`config.mk`:
```
export PLATFORM = sky130hd
export DESIGN_NAME = dih_top
export DESIGN_NICKNAME = d
export VERILOG_FILES = /design/src/hw/dih_pkg.sv /design/src/hw/dih_top.sv
export VERILOG_INCLUDE_DIRS = /design/src /design/src/hw
export SDC_FILE = /design/constraint.sdc
export NUM_CORES = 1
export LEC_CHECK = 0
export ABC_AREA = 1
export ABC_CLOCK_PERIOD_IN_PS = 1850
export BUFFER_PORTS_ARGS = -buffer_cell sky130_fd_sc_hd__buf_2
export CAP_MARGIN = 40
export CORE_MARGIN = 1
export CORE_UTILIZATION = 30
export DETAILED_ROUTE_END_ITERATION = 6
export PLACE_DENSITY_LB_ADDON = 0.3
export SYNTH_ARGS = -nofsm -noshare
export SYNTH_HDL_FRONTEND = slang
export SYNTH_SLANG_ARGS = --single-unit
```
`constraint.sdc`:
```
create_clock -name clk -period 1.85 [get_ports clk]
set_clock_uncertainty 0.15 [all_clocks]
set_input_delay 0.37 -clock clk [delete_from_list [all_inputs] [get_ports clk]]
set_output_delay 0.37 -clock clk [all_outputs]
set_load 0.01 [all_outputs]
```
`src/hw/dih_cfg.svh`:
```
`ifndef DIH_CFG_SVH
`define DIH_CFG_SVH

// register byte offsets on the host register port
`define DIH_OFS_DEVICE_INIT       8'h00
`define DIH_OFS_HOST_SPACE_CTRL   8'h0C
`define DIH_OFS_IRQ_ENABLE_0      8'h10
`define DIH_OFS_IRQ_ENABLE_1      8'h14

// device init register fields
`define DIH_DI_CFG_RESET_BIT      3
`define DIH_DI_FIFO_FLUSH_BIT     4
`define DIH_DI_HOST_EN_BIT        5
`define DIH_DI_ID_SEL_BIT         6
`define DIH_DI_CLKFREQ_LSB        8
`define DIH_DI_CLKFREQ_MSB        11
`define DIH_DI_ROM_RANGE_LSB      16
`define DIH_DI_ROM_RANGE_MSB      20
`define DIH_DI_CLKFREQ_RESET      4'h8
`define DIH_DI_ROM_RANGE_RESET    5'h1F

// host space control fields and resets
`define DIH_HC_CFG_WIN_BIT        0
`define DIH_HC_MCU_WIN_BIT        1
`define DIH_HC_RESET              2'h3

// interrupt enable 0 fields
`define DIH_IE0_CTRL_EP_BIT       0
`define DIH_IE0_EP_OUT_LSB        1
`define DIH_IE0_SETUP_BIT         7
`define DIH_IE0_DRAINED_BIT       8
`define DIH_IE0_CFG_RETRY_BIT     10
`define DIH_IE0_IN_TIMEOUT_BIT    11
`define DIH_IE0_EP_IN_LSB         17
// storage bits of enable 0: 0..8, 10, 11, 17..20
`define DIH_IE0_WRITE_MASK        32'h001E0DFF

// interrupt enable 1 fields
`define DIH_IE1_SOF_BIT           0
`define DIH_IE1_RESUME_BIT        1
`define DIH_IE1_SUSP_CHG_BIT      2
`define DIH_IE1_SUSP_REQ_BIT      3
`define DIH_IE1_PORT_RESET_BIT    4
`define DIH_IE1_CTRL_STATUS_BIT   6
`define DIH_IE1_BUS_POWER_BIT     7
`define DIH_IE1_EEPROM_DONE_BIT   8
`define DIH_IE1_DMA_LSB           9
`define DIH_IE1_GPIO_BIT          13
`define DIH_IE1_SOF_DOWN_BIT      14
`define DIH_IE1_MASTER_DONE_BIT   16
`define DIH_IE1_CA_BIT            19
`define DIH_IE1_UR_BIT            20
`define DIH_IE1_POISON_BIT        25
`define DIH_IE1_GLOBAL_BIT        31
// storage bits of enable 1: 0..20, 25, 31
`define DIH_IE1_WRITE_MASK        32'h821FFFFF

`define DIH_ENABLE_RESET          32'h00000000

`endif

```
`src/hw/dih_pkg.sv`:
```
package dih_pkg;

	// adapter personality, selects how endpoint gates are split
	typedef enum logic {
		DIH_LEGACY,
		DIH_ENHANCED
	} dih_mode_type;

	typedef logic [31:0] dih_word_type;

endpackage

```
`src/hw/dih_top.sv`:
```
`timescale 1ns/100ps
`include "dih_cfg.svh"

// Summary of operation
// RULE1: writing one to init bit 3 pulses a reset of all configuration registers; reads zero
// RULE2: writing one to init bit 4 pulses a flush of all endpoint FIFOs; reads zero
// RULE3: host access enable low makes every host access answer with retry
// RULE4: host access enable sets itself when no valid EEPROM and adapter mode
// RULE5: ID select chooses standard or subsystem IDs for the product/vendor ID read
// RULE6: init field 11:8 is plain storage, default 8h, no effect
// RULE7: ROM range field 20:16, default 1Fh, sizes ROM window in 2 KB steps
// RULE8: host software keeps ROM base a multiple of the configured range
// RULE9: host control bit 0, default one, enables the configuration space window
// RULE10: host control bit 1, default one, enables the microcontroller memory window
// RULE11: enable-0 bit 0 gates the control endpoint interrupt
// RULE12: enable-0 bits 1-4 gate endpoints 0-3, both directions legacy, OUT only enhanced
// RULE13: enable-0 bits 17-20 gate endpoint IN in enhanced mode, no effect in legacy
// RULE14: enable-0 bit 7 gates the setup packet interrupt
// RULE15: enable-0 bits 8, 10, 11 gate drained, configuration retry and IN FIFO timeout
// RULE16: enable-1 bits 0-4 gate SOF, resume, suspend change, suspend request, port reset
// RULE17: enable-1 bit 6 gates control status tokens, bit 7 bus power changes
// RULE18: enable-1 bit 8 gates serial EEPROM transaction completion
// RULE19: enable-1 bits 9-12 gate DMA channels A to D
// RULE20: enable-1 bit 13 gates GPIO, bit 14 gates SOF downcount reaching zero
// RULE21: enable-1 bit 16 gates master cycle completion, read data then in master data
// RULE22: enable-1 bits 19, 20, 25 gate completer abort, unsupported request, poisoned
// RULE23: nothing raises an interrupt message unless global enable bit 31 is set
// RULE24: software writes back read values into reserved-preserved bits
// RULE25: message request is OR of source AND enable, qualified by global, enables reset zero
module dih_top (
	input  wire logic                 clk,
	input  wire logic                 srst,
	// host register port
	input  wire logic                 reg_wr,
	input  wire logic                 reg_rd,
	input  wire logic [7:0]           reg_addr,
	input  wire logic [3:0]           reg_be,
	input  wire dih_pkg::dih_word_type reg_wdata,
	output logic      [31:0]          reg_rdata,
	output logic                      reg_rvalid,
	output logic                      reg_retry,
	// start-up status
	input  wire logic                 eeprom_load_done,
	input  wire logic                 eeprom_valid,
	input  wire logic                 adapter_mode,
	input  wire dih_pkg::dih_mode_type adapter_kind,
	// product/vendor ID selection
	input  wire logic [31:0]          standard_ids,
	input  wire logic [31:0]          subsystem_ids,
	output logic      [31:0]          product_vendor_id_reg,
	// control outputs
	output logic                      config_soft_reset,
	output logic                      fifo_flush,
	output logic                      host_access_en,
	output logic      [4:0]           rom_addr_mask,
	output logic                      config_space_window,
	output logic                      mcu_memory_window,
	// interrupt sources, enable-0 group
	input  wire logic                 control_endpoint_irq,
	input  wire logic [3:0]           ep_out_irq,
	input  wire logic [3:0]           ep_in_irq,
	input  wire logic                 setup_packet_irq,
	input  wire logic                 tlp_drained_irq,
	input  wire logic                 cfg_retry_irq,
	input  wire logic                 in_fifo_timeout_irq,
	// interrupt sources, enable-1 group
	input  wire logic                 sof_irq,
	input  wire logic                 resume_irq,
	input  wire logic                 suspend_change_irq,
	input  wire logic                 suspend_request_irq,
	input  wire logic                 port_reset_irq,
	input  wire logic                 control_status_irq,
	input  wire logic                 bus_power_sense_irq,
	input  wire logic                 eeprom_done_irq,
	input  wire logic [3:0]           dma_irq,
	input  wire logic                 gpio_irq,
	input  wire logic                 sof_downcount_irq,
	input  wire logic                 master_done_irq,
	input  wire logic                 completer_abort_irq,
	input  wire logic                 unsupported_req_irq,
	input  wire logic                 poisoned_irq,
	output logic                      irq_msg_req
);
	import dih_pkg::*;

	////////////////////////////////////////////////////////////////////////////
	// storage

	// device init fields
	logic        cfg_reset_q;
	logic        fifo_flush_q;
	logic        host_en_q;
	logic        id_sel_q;
	logic [3:0]  clk_freq_q;
	logic [4:0]  rom_range_q;

	// host control and enables
	logic [1:0]  host_ctrl_q;
	logic [31:0] irq_en0_q;
	logic [31:0] irq_en1_q;

	// port answer and ID word
	logic [31:0] rdata_q;
	logic        rvalid_q;
	logic        retry_q;
	logic [31:0] pvid_q;

	// interrupt path
	logic        irq_q;
	logic [31:0] irq_src0_d;
	logic [31:0] irq_src1_d;
	logic        irq_d;

	// write decode
	logic        access_ok;
	logic        wr_init;
	logic        wr_hctl;
	logic        wr_en0;
	logic        wr_en1;
	logic [31:0] init_word;

	////////////////////////////////////////////////////////////////////////////
	// helpers

	// merge write data into an old word, lane by lane, only on storage bits
	function automatic logic [31:0] merge_lanes(input logic [31:0] old_w,
		input logic [31:0] new_w, input logic [3:0] be, input logic [31:0] wmask);
		logic [31:0] lane_m;
		lane_m = {{8{be[3]}}, {8{be[2]}}, {8{be[1]}}, {8{be[0]}}} & wmask;
		return (old_w & ~lane_m) | (new_w & lane_m);
	endfunction

	// one-hot-free address match, used by the write decode only; reads decode with a case
	function automatic logic hit(input logic [7:0] addr, input logic [7:0] ofs);
		return addr == ofs;
	endfunction

	// a retried access neither stores nor returns data
	// unmapped writes match no strobe and vanish
	assign access_ok = host_en_q; // see RULE3
	assign wr_init = reg_wr && access_ok && hit(reg_addr, `DIH_OFS_DEVICE_INIT);
	assign wr_hctl = reg_wr && access_ok && hit(reg_addr, `DIH_OFS_HOST_SPACE_CTRL);
	assign wr_en0  = reg_wr && access_ok && hit(reg_addr, `DIH_OFS_IRQ_ENABLE_0);
	assign wr_en1  = reg_wr && access_ok && hit(reg_addr, `DIH_OFS_IRQ_ENABLE_1);

	// readable image of the init register; self-clearing strobes read zero
	always_comb begin
		init_word = 32'h0000_0000;
		init_word[`DIH_DI_HOST_EN_BIT] = host_en_q;
		init_word[`DIH_DI_ID_SEL_BIT] = id_sel_q;
		init_word[`DIH_DI_CLKFREQ_MSB:`DIH_DI_CLKFREQ_LSB] = clk_freq_q; // see RULE6
		init_word[`DIH_DI_ROM_RANGE_MSB:`DIH_DI_ROM_RANGE_LSB] = rom_range_q;
	end

	////////////////////////////////////////////////////////////////////////////
	// device init register

	// soft reset strobes last one cycle; a byte write that skips lane 0 leaves them idle
	// they read back zero, so the host sees only their effect
	always_ff @(posedge clk) begin
		if (srst) begin
			cfg_reset_q  <= 1'b0;
			fifo_flush_q <= 1'b0;
		end else begin
			cfg_reset_q  <= wr_init && reg_be[0] && reg_wdata[`DIH_DI_CFG_RESET_BIT]; // see RULE1
			fifo_flush_q <= wr_init && reg_be[0] && reg_wdata[`DIH_DI_FIFO_FLUSH_BIT]; // see RULE2
		end
	end

	// host access enable: the start-up fallback wins over a host write in the same cycle
	// without it a board with no EEPROM is never reachable
	always_ff @(posedge clk) begin
		if (srst) begin
			host_en_q <= 1'b0;
		end else if (eeprom_load_done && !eeprom_valid && adapter_mode) begin
			host_en_q <= 1'b1; // see RULE4
		end else if (wr_init && reg_be[0]) begin
			host_en_q <= reg_wdata[`DIH_DI_HOST_EN_BIT]; // see RULE3
		end
	end

	// ID select and the no-effect clock frequency field
	always_ff @(posedge clk) begin
		if (srst) begin
			id_sel_q   <= 1'b0;
			clk_freq_q <= `DIH_DI_CLKFREQ_RESET;
		end else if (wr_init) begin
			if (reg_be[0]) begin
				id_sel_q <= reg_wdata[`DIH_DI_ID_SEL_BIT]; // see RULE5
			end
			if (reg_be[1]) begin
				clk_freq_q <= reg_wdata[`DIH_DI_CLKFREQ_MSB:`DIH_DI_CLKFREQ_LSB]; // see RULE6
			end
		end
	end

	// ROM range; base alignment is software's duty, the mask does not check it
	// any pattern is kept as written, contiguous or not
	always_ff @(posedge clk) begin
		if (srst) begin
			rom_range_q <= `DIH_DI_ROM_RANGE_RESET;
		end else if (wr_init && reg_be[2]) begin
			rom_range_q <= reg_wdata[`DIH_DI_ROM_RANGE_MSB:`DIH_DI_ROM_RANGE_LSB]; // see RULE7
		end
	end

	////////////////////////////////////////////////////////////////////////////
	// host space control and interrupt enables

	// only the two window bits are stored
	always_ff @(posedge clk) begin
		if (srst) begin
			host_ctrl_q <= `DIH_HC_RESET;
		end else if (wr_hctl && reg_be[0]) begin
			host_ctrl_q[`DIH_HC_CFG_WIN_BIT] <= reg_wdata[`DIH_HC_CFG_WIN_BIT]; // see RULE9
			host_ctrl_q[`DIH_HC_MCU_WIN_BIT] <= reg_wdata[`DIH_HC_MCU_WIN_BIT]; // see RULE10
		end
	end

	// only storage bits move; the rest stay zero whatever software writes
	// legacy keeps bits 17-20 writable with nothing behind them
	always_ff @(posedge clk) begin
		if (srst) begin
			irq_en0_q <= `DIH_ENABLE_RESET; // see RULE25
			irq_en1_q <= `DIH_ENABLE_RESET;
		end else begin
			if (wr_en0) begin
				irq_en0_q <= merge_lanes(irq_en0_q, reg_wdata, reg_be, `DIH_IE0_WRITE_MASK);
			end
			if (wr_en1) begin
				irq_en1_q <= merge_lanes(irq_en1_q, reg_wdata, reg_be, `DIH_IE1_WRITE_MASK);
			end
		end
	end

	////////////////////////////////////////////////////////////////////////////
	// register read and retry answer

	// answer one cycle after the request; unmapped offsets read zero
	// data is zero between answers so no stale word looks valid
	always_ff @(posedge clk) begin
		if (srst) begin
			rdata_q  <= 32'h0000_0000;
			rvalid_q <= 1'b0;
			retry_q  <= 1'b0;
		end else begin
			retry_q  <= (reg_rd || reg_wr) && !access_ok; // see RULE3
			rvalid_q <= reg_rd && access_ok;
			if (reg_rd && access_ok) begin
				unique case (reg_addr)
					`DIH_OFS_DEVICE_INIT:     rdata_q <= init_word; // see RULE1
					`DIH_OFS_HOST_SPACE_CTRL: rdata_q <= {30'h0, host_ctrl_q};
					`DIH_OFS_IRQ_ENABLE_0:    rdata_q <= irq_en0_q;
					`DIH_OFS_IRQ_ENABLE_1:    rdata_q <= irq_en1_q;
					default:                  rdata_q <= 32'h0000_0000;
				endcase
			end else begin
				rdata_q <= 32'h0000_0000;
			end
		end
	end

	// ID value presented to whoever serves the product/vendor ID read
	// one cycle of lag is far shorter than any ID read
	always_ff @(posedge clk) begin
		if (srst) begin
			pvid_q <= 32'h0000_0000;
		end else begin
			pvid_q <= id_sel_q ? subsystem_ids : standard_ids; // see RULE5
		end
	end

	////////////////////////////////////////////////////////////////////////////
	// interrupt message request

	// sources laid out on the enable-0 bit positions
	// reserved gates get no source, so setting them does nothing
	always_comb begin
		irq_src0_d = 32'h0000_0000;
		irq_src0_d[`DIH_IE0_CTRL_EP_BIT] = control_endpoint_irq; // see RULE11
		if (adapter_kind == DIH_ENHANCED) begin
			irq_src0_d[`DIH_IE0_EP_OUT_LSB +: 4] = ep_out_irq; // see RULE12
			irq_src0_d[`DIH_IE0_EP_IN_LSB +: 4]  = ep_in_irq; // see RULE13
		end else begin
			// legacy: one gate per endpoint, both directions, upper gates idle
			irq_src0_d[`DIH_IE0_EP_OUT_LSB +: 4] = ep_out_irq | ep_in_irq; // see RULE12
		end
		irq_src0_d[`DIH_IE0_SETUP_BIT]      = setup_packet_irq; // see RULE14
		irq_src0_d[`DIH_IE0_DRAINED_BIT]    = tlp_drained_irq; // see RULE15
		irq_src0_d[`DIH_IE0_CFG_RETRY_BIT]  = cfg_retry_irq;
		irq_src0_d[`DIH_IE0_IN_TIMEOUT_BIT] = in_fifo_timeout_irq;
	end

	// sources laid out on the enable-1 bit positions
	always_comb begin
		irq_src1_d = 32'h0000_0000;
		irq_src1_d[`DIH_IE1_SOF_BIT]         = sof_irq; // see RULE16
		irq_src1_d[`DIH_IE1_RESUME_BIT]      = resume_irq;
		irq_src1_d[`DIH_IE1_SUSP_CHG_BIT]    = suspend_change_irq;
		irq_src1_d[`DIH_IE1_SUSP_REQ_BIT]    = suspend_request_irq;
		irq_src1_d[`DIH_IE1_PORT_RESET_BIT]  = port_reset_irq;
		irq_src1_d[`DIH_IE1_CTRL_STATUS_BIT] = control_status_irq; // see RULE17
		irq_src1_d[`DIH_IE1_BUS_POWER_BIT]   = bus_power_sense_irq;
		irq_src1_d[`DIH_IE1_EEPROM_DONE_BIT] = eeprom_done_irq; // see RULE18
		irq_src1_d[`DIH_IE1_DMA_LSB +: 4]    = dma_irq; // see RULE19
		irq_src1_d[`DIH_IE1_GPIO_BIT]        = gpio_irq; // see RULE20
		irq_src1_d[`DIH_IE1_SOF_DOWN_BIT]    = sof_downcount_irq;
		irq_src1_d[`DIH_IE1_MASTER_DONE_BIT] = master_done_irq; // see RULE21
		irq_src1_d[`DIH_IE1_CA_BIT]          = completer_abort_irq; // see RULE22
		irq_src1_d[`DIH_IE1_UR_BIT]          = unsupported_req_irq;
		irq_src1_d[`DIH_IE1_POISON_BIT]      = poisoned_irq;
	end

	// global bit is masked out of the OR so it cannot raise a request on its own
	// a source held high keeps the request up; no edge memory
	assign irq_d = irq_en1_q[`DIH_IE1_GLOBAL_BIT] && // see RULE23
		(|(irq_src0_d & irq_en0_q) || |(irq_src1_d & irq_en1_q)); // see RULE25

	// request is a level that follows the sources one cycle late
	always_ff @(posedge clk) begin
		if (srst) begin
			irq_q <= 1'b0;
		end else begin
			irq_q <= irq_d;
		end
	end

	////////////////////////////////////////////////////////////////////////////
	// outputs

	// each output is a flop, so no decode glitch reaches a pin
	assign reg_rdata             = rdata_q;
	assign reg_rvalid            = rvalid_q;
	assign reg_retry             = retry_q;
	assign product_vendor_id_reg = pvid_q;
	assign config_soft_reset     = cfg_reset_q;
	assign fifo_flush            = fifo_flush_q;
	assign host_access_en        = host_en_q;
	assign rom_addr_mask         = rom_range_q; // set bit = address bit 11+n compared
	assign config_space_window   = host_ctrl_q[`DIH_HC_CFG_WIN_BIT];
	assign mcu_memory_window     = host_ctrl_q[`DIH_HC_MCU_WIN_BIT];
	assign irq_msg_req           = irq_q;

endmodule

```
==> results.toml, run 1 <==
[status]
status = "complete, no violations"

[clock_network]
cts_buffers = 9
cts_resized = 0
clockBufferDepth = 2
cts_max_level = 3
holdBufCountCts = 0
path_clk_slew_ns = 0.08
clkLatencyLatePin_ns = 0.36
cts.sinks = 111
cts-root-buf = "clkbuf_16"
post_cts_buffers = 0
tritoncts = "done"

[logic_synthesis]
synth_area_um2 = 4700
synth.distinct_cells = 26
synth_seq_area_share_pct = 47.3
synth_cells = 677
yosys_warnings = 0
synth_area_per_cell_um2 = 6.94
ys_seq_elements = 111

[floorplanning]
pin_count = 224
initial_core_util_pct = 30.8
core_um2 = 15300
die_x_um = 127
die_h_um = 127
die_area_um2 = 16200
num_rows = 45

[global_routing]
grt_usage_pct = 17.4
grt_pass1_wl_um = 21500
grt_max_degree = 54
grt_antenna_before_repair = 0
first_global_vias = 4178
grt_overflow = 0

[routing]
postRouteAntennaNets = 0
drtPass1Iterations = 5
post_drt_wl_per_cell_um = 12.7
via_count = 4726
drtIter0Drc = 327
vias_per_cell = 4.30
drc = 0
drt_wl_total_um = 14000

[cells_and_area]
drive_gt1_share_pct = 29.7
final_common_cell = "buf_2"
fin_util_pct = 41.3
layout.nets = 1031
final_cell_mix = "buf_2 (205), nor2_1 (177), nand2_1 (172)"
area_growth_pct = 34.0
num-fill-cells = 1639
diodes = 0

[power]
power_leakage_nw = 3.29
powerDensity_nw_per_um2 = 777
ir_worst_vdd_uv = 491

[place]
place.gp.congestion = 0.790
dp.final_hpwl_um = 10400
io_buffers = 205

[setup_path]
startpoint_type = "flop"
cpLargestDelayFamily = "simple AND/OR/NAND/NOR gates"
worst_path_largest_cell_delay_ns = 0.37
arrival_ns = 1.75
critical_path_class = "flop to flop"
endpoint_kind = "flop"
path_buf_inv = 0
cp_cell_sequence = "nand2_1, nor2_2, nand2_2, nor2_1, nor2_1"
cp_data_required_time_ns = 1.95
crit_fanout = 16
cpMaxStageDelayCell = "dfxtp_1"
critical_path.most_common_cell = "nor2_1"

[sta]
fin_setup_tns_ns = 0
hold_violations = 0
finalCriticalPeriod_ns = 1.65
setup_viol = 0
max_freq_mhz = 607
grt_setup_unrepaired = "false"
final-max-slew-violation-count = 0
timing.final.crit_share_pct = 89.0

[worst_hold_path]
hold_class = "input port to flop"

[flow_run]
drv_cap = 0
[per-layer routing]
layer	vias to the layer above	wire length (um)	track usage [%]
met5	-	0	0
met3	12	760	2.35
met4	0	195	6.51
met2	145	6080	26.4
met1	2071	6990	24.9
li1	2498	-	-
[cell usage after synthesis, drive strengths merged]
| cell type | count | share of area (%) |
|---|---|---|
| o21ai | 46 | 4.9 |
| a21oi | 10 | 1.1 |
| clkinv | 1 | 0.080 |
| conb | 1 | 0.080 |
| nand2 | 177 | 15 |
| inv | 59 | 4.7 |
| nor3 | 2 | 0.21 |
| buf | 22 | 3.3 |
| o211ai | 6 | 0.96 |
| nand3 | 18 | 2.6 |
| nand4 | 23 | 3.1 |
| nand3b | 1 | 0.16 |
| clkbuf | 15 | 1.2 |
| nor2 | 185 | 16 |
| dfxtp | 111 | 47 |
[where the power goes]
group | internal (mW) | switching [mW]
logic | 0.174 | 0.208
registers | 2.43 | 0.00972
clock network | 1.08 | 0.995
total | 3.68 | 1.21
[per-stage QoR]
step	power [mW]	hold slack (ns)	setup slack, ns	cells	cell area (um^2)
2_1_floorplan	2.65	0.274	0.420	685	4730
3_3_place_gp	2.88	0.292	0.0490	1084	5990
3_5_place_dp	2.88	0.294	0.0167	1084	5990
4_1_cts	4.96	0.0607	0.219	1100	6300
5_1_grt	5.09	0.0633	0.0859	1100	6300
6_report	4.90	0.0731	0.203	1100	6300
[cell families after synthesis]
family                 after synthesis  synth area share [%]
DFF                                111                  47.3
buffers and inverters               97                  9.26
AOI/OAI and AO/OA                   62                  6.92
and+or+nand+nor                    406                  36.5
other                                1                0.0798
[path summary, 6_finish.rpt]
kind / from / to / slack, ns / cells past startpoint
setup / recovery: host_access_en / flop / 0.20 / 5
setup reg to reg: host_access_en / flop / 0.20 / 5
hold reg to reg: flop / reg_rdata[13] / 0.31 / 2
hold / removal: subsystem_ids[0] / product_vendor_id_reg[0] / 0.07 / 3
[layout make-up]
| type | count | area, um^2 | area share, % |
|---|---|---|---|
| Tap cell | 211 | 264 | 4.19 |
| Multi-Input combinational cell | 477 | 2070 | 32.9 |
| Clock inverter | 7 | 90.1 | 1.43 |
| Clock buffer | 9 | 225 | 3.57 |
| Sequential cell | 111 | 2220 | 35.3 |
| Timing Repair Buffer | 225 | 1200 | 19.1 |
| Inverter | 60 | 225 | 3.57 |
[worst min-delay path: cells and delay by family]
family / cells / cell delay [ns]
buffers and inverters: 1 / 0.07
AND/OR/NAND/NOR: 2 / 0.11
Power figures use the tool's default switching activity.
==> run 2, diff against run 1 <==
--- a/config.mk
+++ b/config.mk
@@ -7,7 +7,7 @@
 export NUM_CORES = 1
 export LEC_CHECK = 0
 export ABC_AREA = 1
-export ABC_CLOCK_PERIOD_IN_PS = 1850
+export ABC_CLOCK_PERIOD_IN_PS = 1600
 export BUFFER_PORTS_ARGS = -buffer_cell sky130_fd_sc_hd__buf_2
 export CAP_MARGIN = 40
 export CORE_MARGIN = 1
==> constraint.sdc (replaced) <==
create_clock -name clk -period 1.6 [get_ports clk]
set_clock_uncertainty 0.15 [all_clocks]
set_input_delay 0.32 -clock clk [delete_from_list [all_inputs] [get_ports clk]]
set_output_delay 0.32 -clock clk [all_outputs]
set_load 0.01 [all_outputs]
==> run 2 against run 1 <==
Power grew 18%. Clock power grew 21%. Global-route usage shrank 0.37 points. Critical path depth grew 1. Flip-flop and latch count is the same. Via count grew 1.1%. First-iteration DRC count grew 22%. Largest cell class unchanged.
==> results.toml, run 2 (synthesis gave the netlist of run 1 again) <==
[status]
status = "complete, no violations"

[setup_path]
path_depth = 6
cp_cell_sequence = "nand2_2, inv_4, nand2_2, nor2_4, nor2_1, nor2_1"
arrival_ns = 1.57
rr_worst_depth = 6
critical_path_class = "flop to flop"
endpoint_kind = "flop"
startpoint_type = "flop"
cpMaxStageDelayCell = "dfxtp_1"
crit_fanout = 8
r2r_slack_ns = 0.17
cpLargestDelayFamily = "simple AND/OR/NAND/NOR gates"
cp_data_required_time_ns = 1.75
cp-startpoint = "host_access_en"
path_buf_inv = 1
worst_path_largest_cell_delay_ns = 0.39
r2r_start = "host_access_en"

[floorplanning]
die_area_um2 = 16200
die_h_um = 127
core_um2 = 15300
pin_count = 224
num_rows = 45
initial_core_util_pct = 30.8
die_x_um = 127

[power]
powerDensity_nw_per_um2 = 903
power_leakage_nw = 3.33
ir_worst_vdd_uv = 552

[routing]
post_drt_wl_per_cell_um = 12.7
via_count = 4780
vias_per_cell = 4.32
drtIter0Drc = 399
drt_wl_total_um = 14100
drc = 0
drtPass1Iterations = 5
postRouteAntennaNets = 0

[clock_network]
cts_buffers = 9
clkLatencyLatePin_ns = 0.35
path_clk_slew_ns = 0.08
cts.sinks = 111
post_cts_buffers = 0
cts_max_level = 3
tritoncts = "done"
clockBufferDepth = 2
cts-root-buf = "clkbuf_16"

[sta]
timing.final.crit_share_pct = 89.3
fin_setup_tns_ns = 0
holdWs_ns = 0.0311
setup_viol = 0
grt_setup_unrepaired = "false"
hold_violations = 0
max_freq_mhz = 700
finalCriticalPeriod_ns = 1.43
final-max-slew-violation-count = 0

[cells_and_area]
multi_input_area_um2 = 2090
final_cells = 1106
area_growth_pct = 36.1
fin_util_pct = 41.9
seq_area_um2 = 2220
num-fill-cells = 1635
final_common_cell = "buf_2"
drive_gt1_share_pct = 30.3
diodes = 0
layout.nets = 1037
final_cell_mix = "buf_2 (205), nor2_1 (177), nand2_1 (171)"

[place]
io_buffers = 205
dp_cells = 1090
place.gp.congestion = 0.785
dp.final_hpwl_um = 10500

[flow_run]
drv_cap = 0

[global_routing]
grt_pass1_wl_um = 21300
grt_overflow = 0
first_global_vias = 4090
grt_antenna_before_repair = 0
grt_max_degree = 56
grt_usage_pct = 17.0

[worst_hold_path]
hold_class = "input port to flop"
run 2: worst min-delay path, stage by stage:
cell and delay (ns):
buf_2 0.07, nor2_1 0.03, nor2_1 0.08
run 2: worst min-delay path by stage:
| stage | from | end | slack [ns] | cells after the start |
|---|---|---|---|---|
| 2_1_floorplan | flop | reg_rdata[15] | 0.27 | 2 |
| 3_3_place_gp | flop | reg_rdata[15] | 0.30 | 2 |
| 3_5_place_dp | flop | reg_rdata[15] | 0.29 | 2 |
| 4_1_cts | subsystem_ids[3] | product_vendor_id_reg[3] | 0.02 | 3 |
| 5_1_grt | subsystem_ids[24] | product_vendor_id_reg[24] | 0.02 | 3 |
| 6_report | subsystem_ids[1] | product_vendor_id_reg[1] | 0.03 | 3 |
run 2: report_power, final:
group | switching, mW | internal, mW
Sequential | 0.0115 | 2.81
Clock | 1.12 | 1.39
Combinational | 0.244 | 0.205
Total | 1.37 | 4.41
run 2: final cells by class:
| class | count | share of cell area (%) |
|---|---|---|
| inverter | 60 | 3.56 |
| tap | 211 | 4.13 |
| clock inverter | 7 | 1.60 |
| clock buffer | 9 | 3.52 |
| multi-input combinational | 477 | 32.6 |
| timing repair buffer | 231 | 19.9 |
| sequential | 111 | 34.7 |
run 2: stage by stage:
| stage | power (mW) | setup slack (ns) | cell area [um^2] |
|---|---|---|---|
| after floorplan | 3.07 | 0.187 | 4730 |
| after global placement | 3.33 | -0.0576 | 6060 |
| after detailed placement | 3.33 | -0.0903 | 6060 |
| after CTS | 5.84 | 0.0830 | 6380 |
| after global routing | 6.02 | 0.0229 | 6400 |
| final | 5.78 | 0.171 | 6400 |
run 2: timing repair:
item,in CTS,in global routing
gates resized for setup,0,4
hold buffers,0,0
setup endpoints to repair,0,26
endpoints found under the hold margin,0,0
run 2: routing by layer:
layer | part of all wire (%) | wire [um] | GRT usage [%]
met1 | 48 | 6790 | 24.3
met2 | 45 | 6270 | 26.2
met3 | 6.3 | 889 | 3.43
met4 | 0.87 | 123 | 3.78
met5 | 0 | 0 | 0
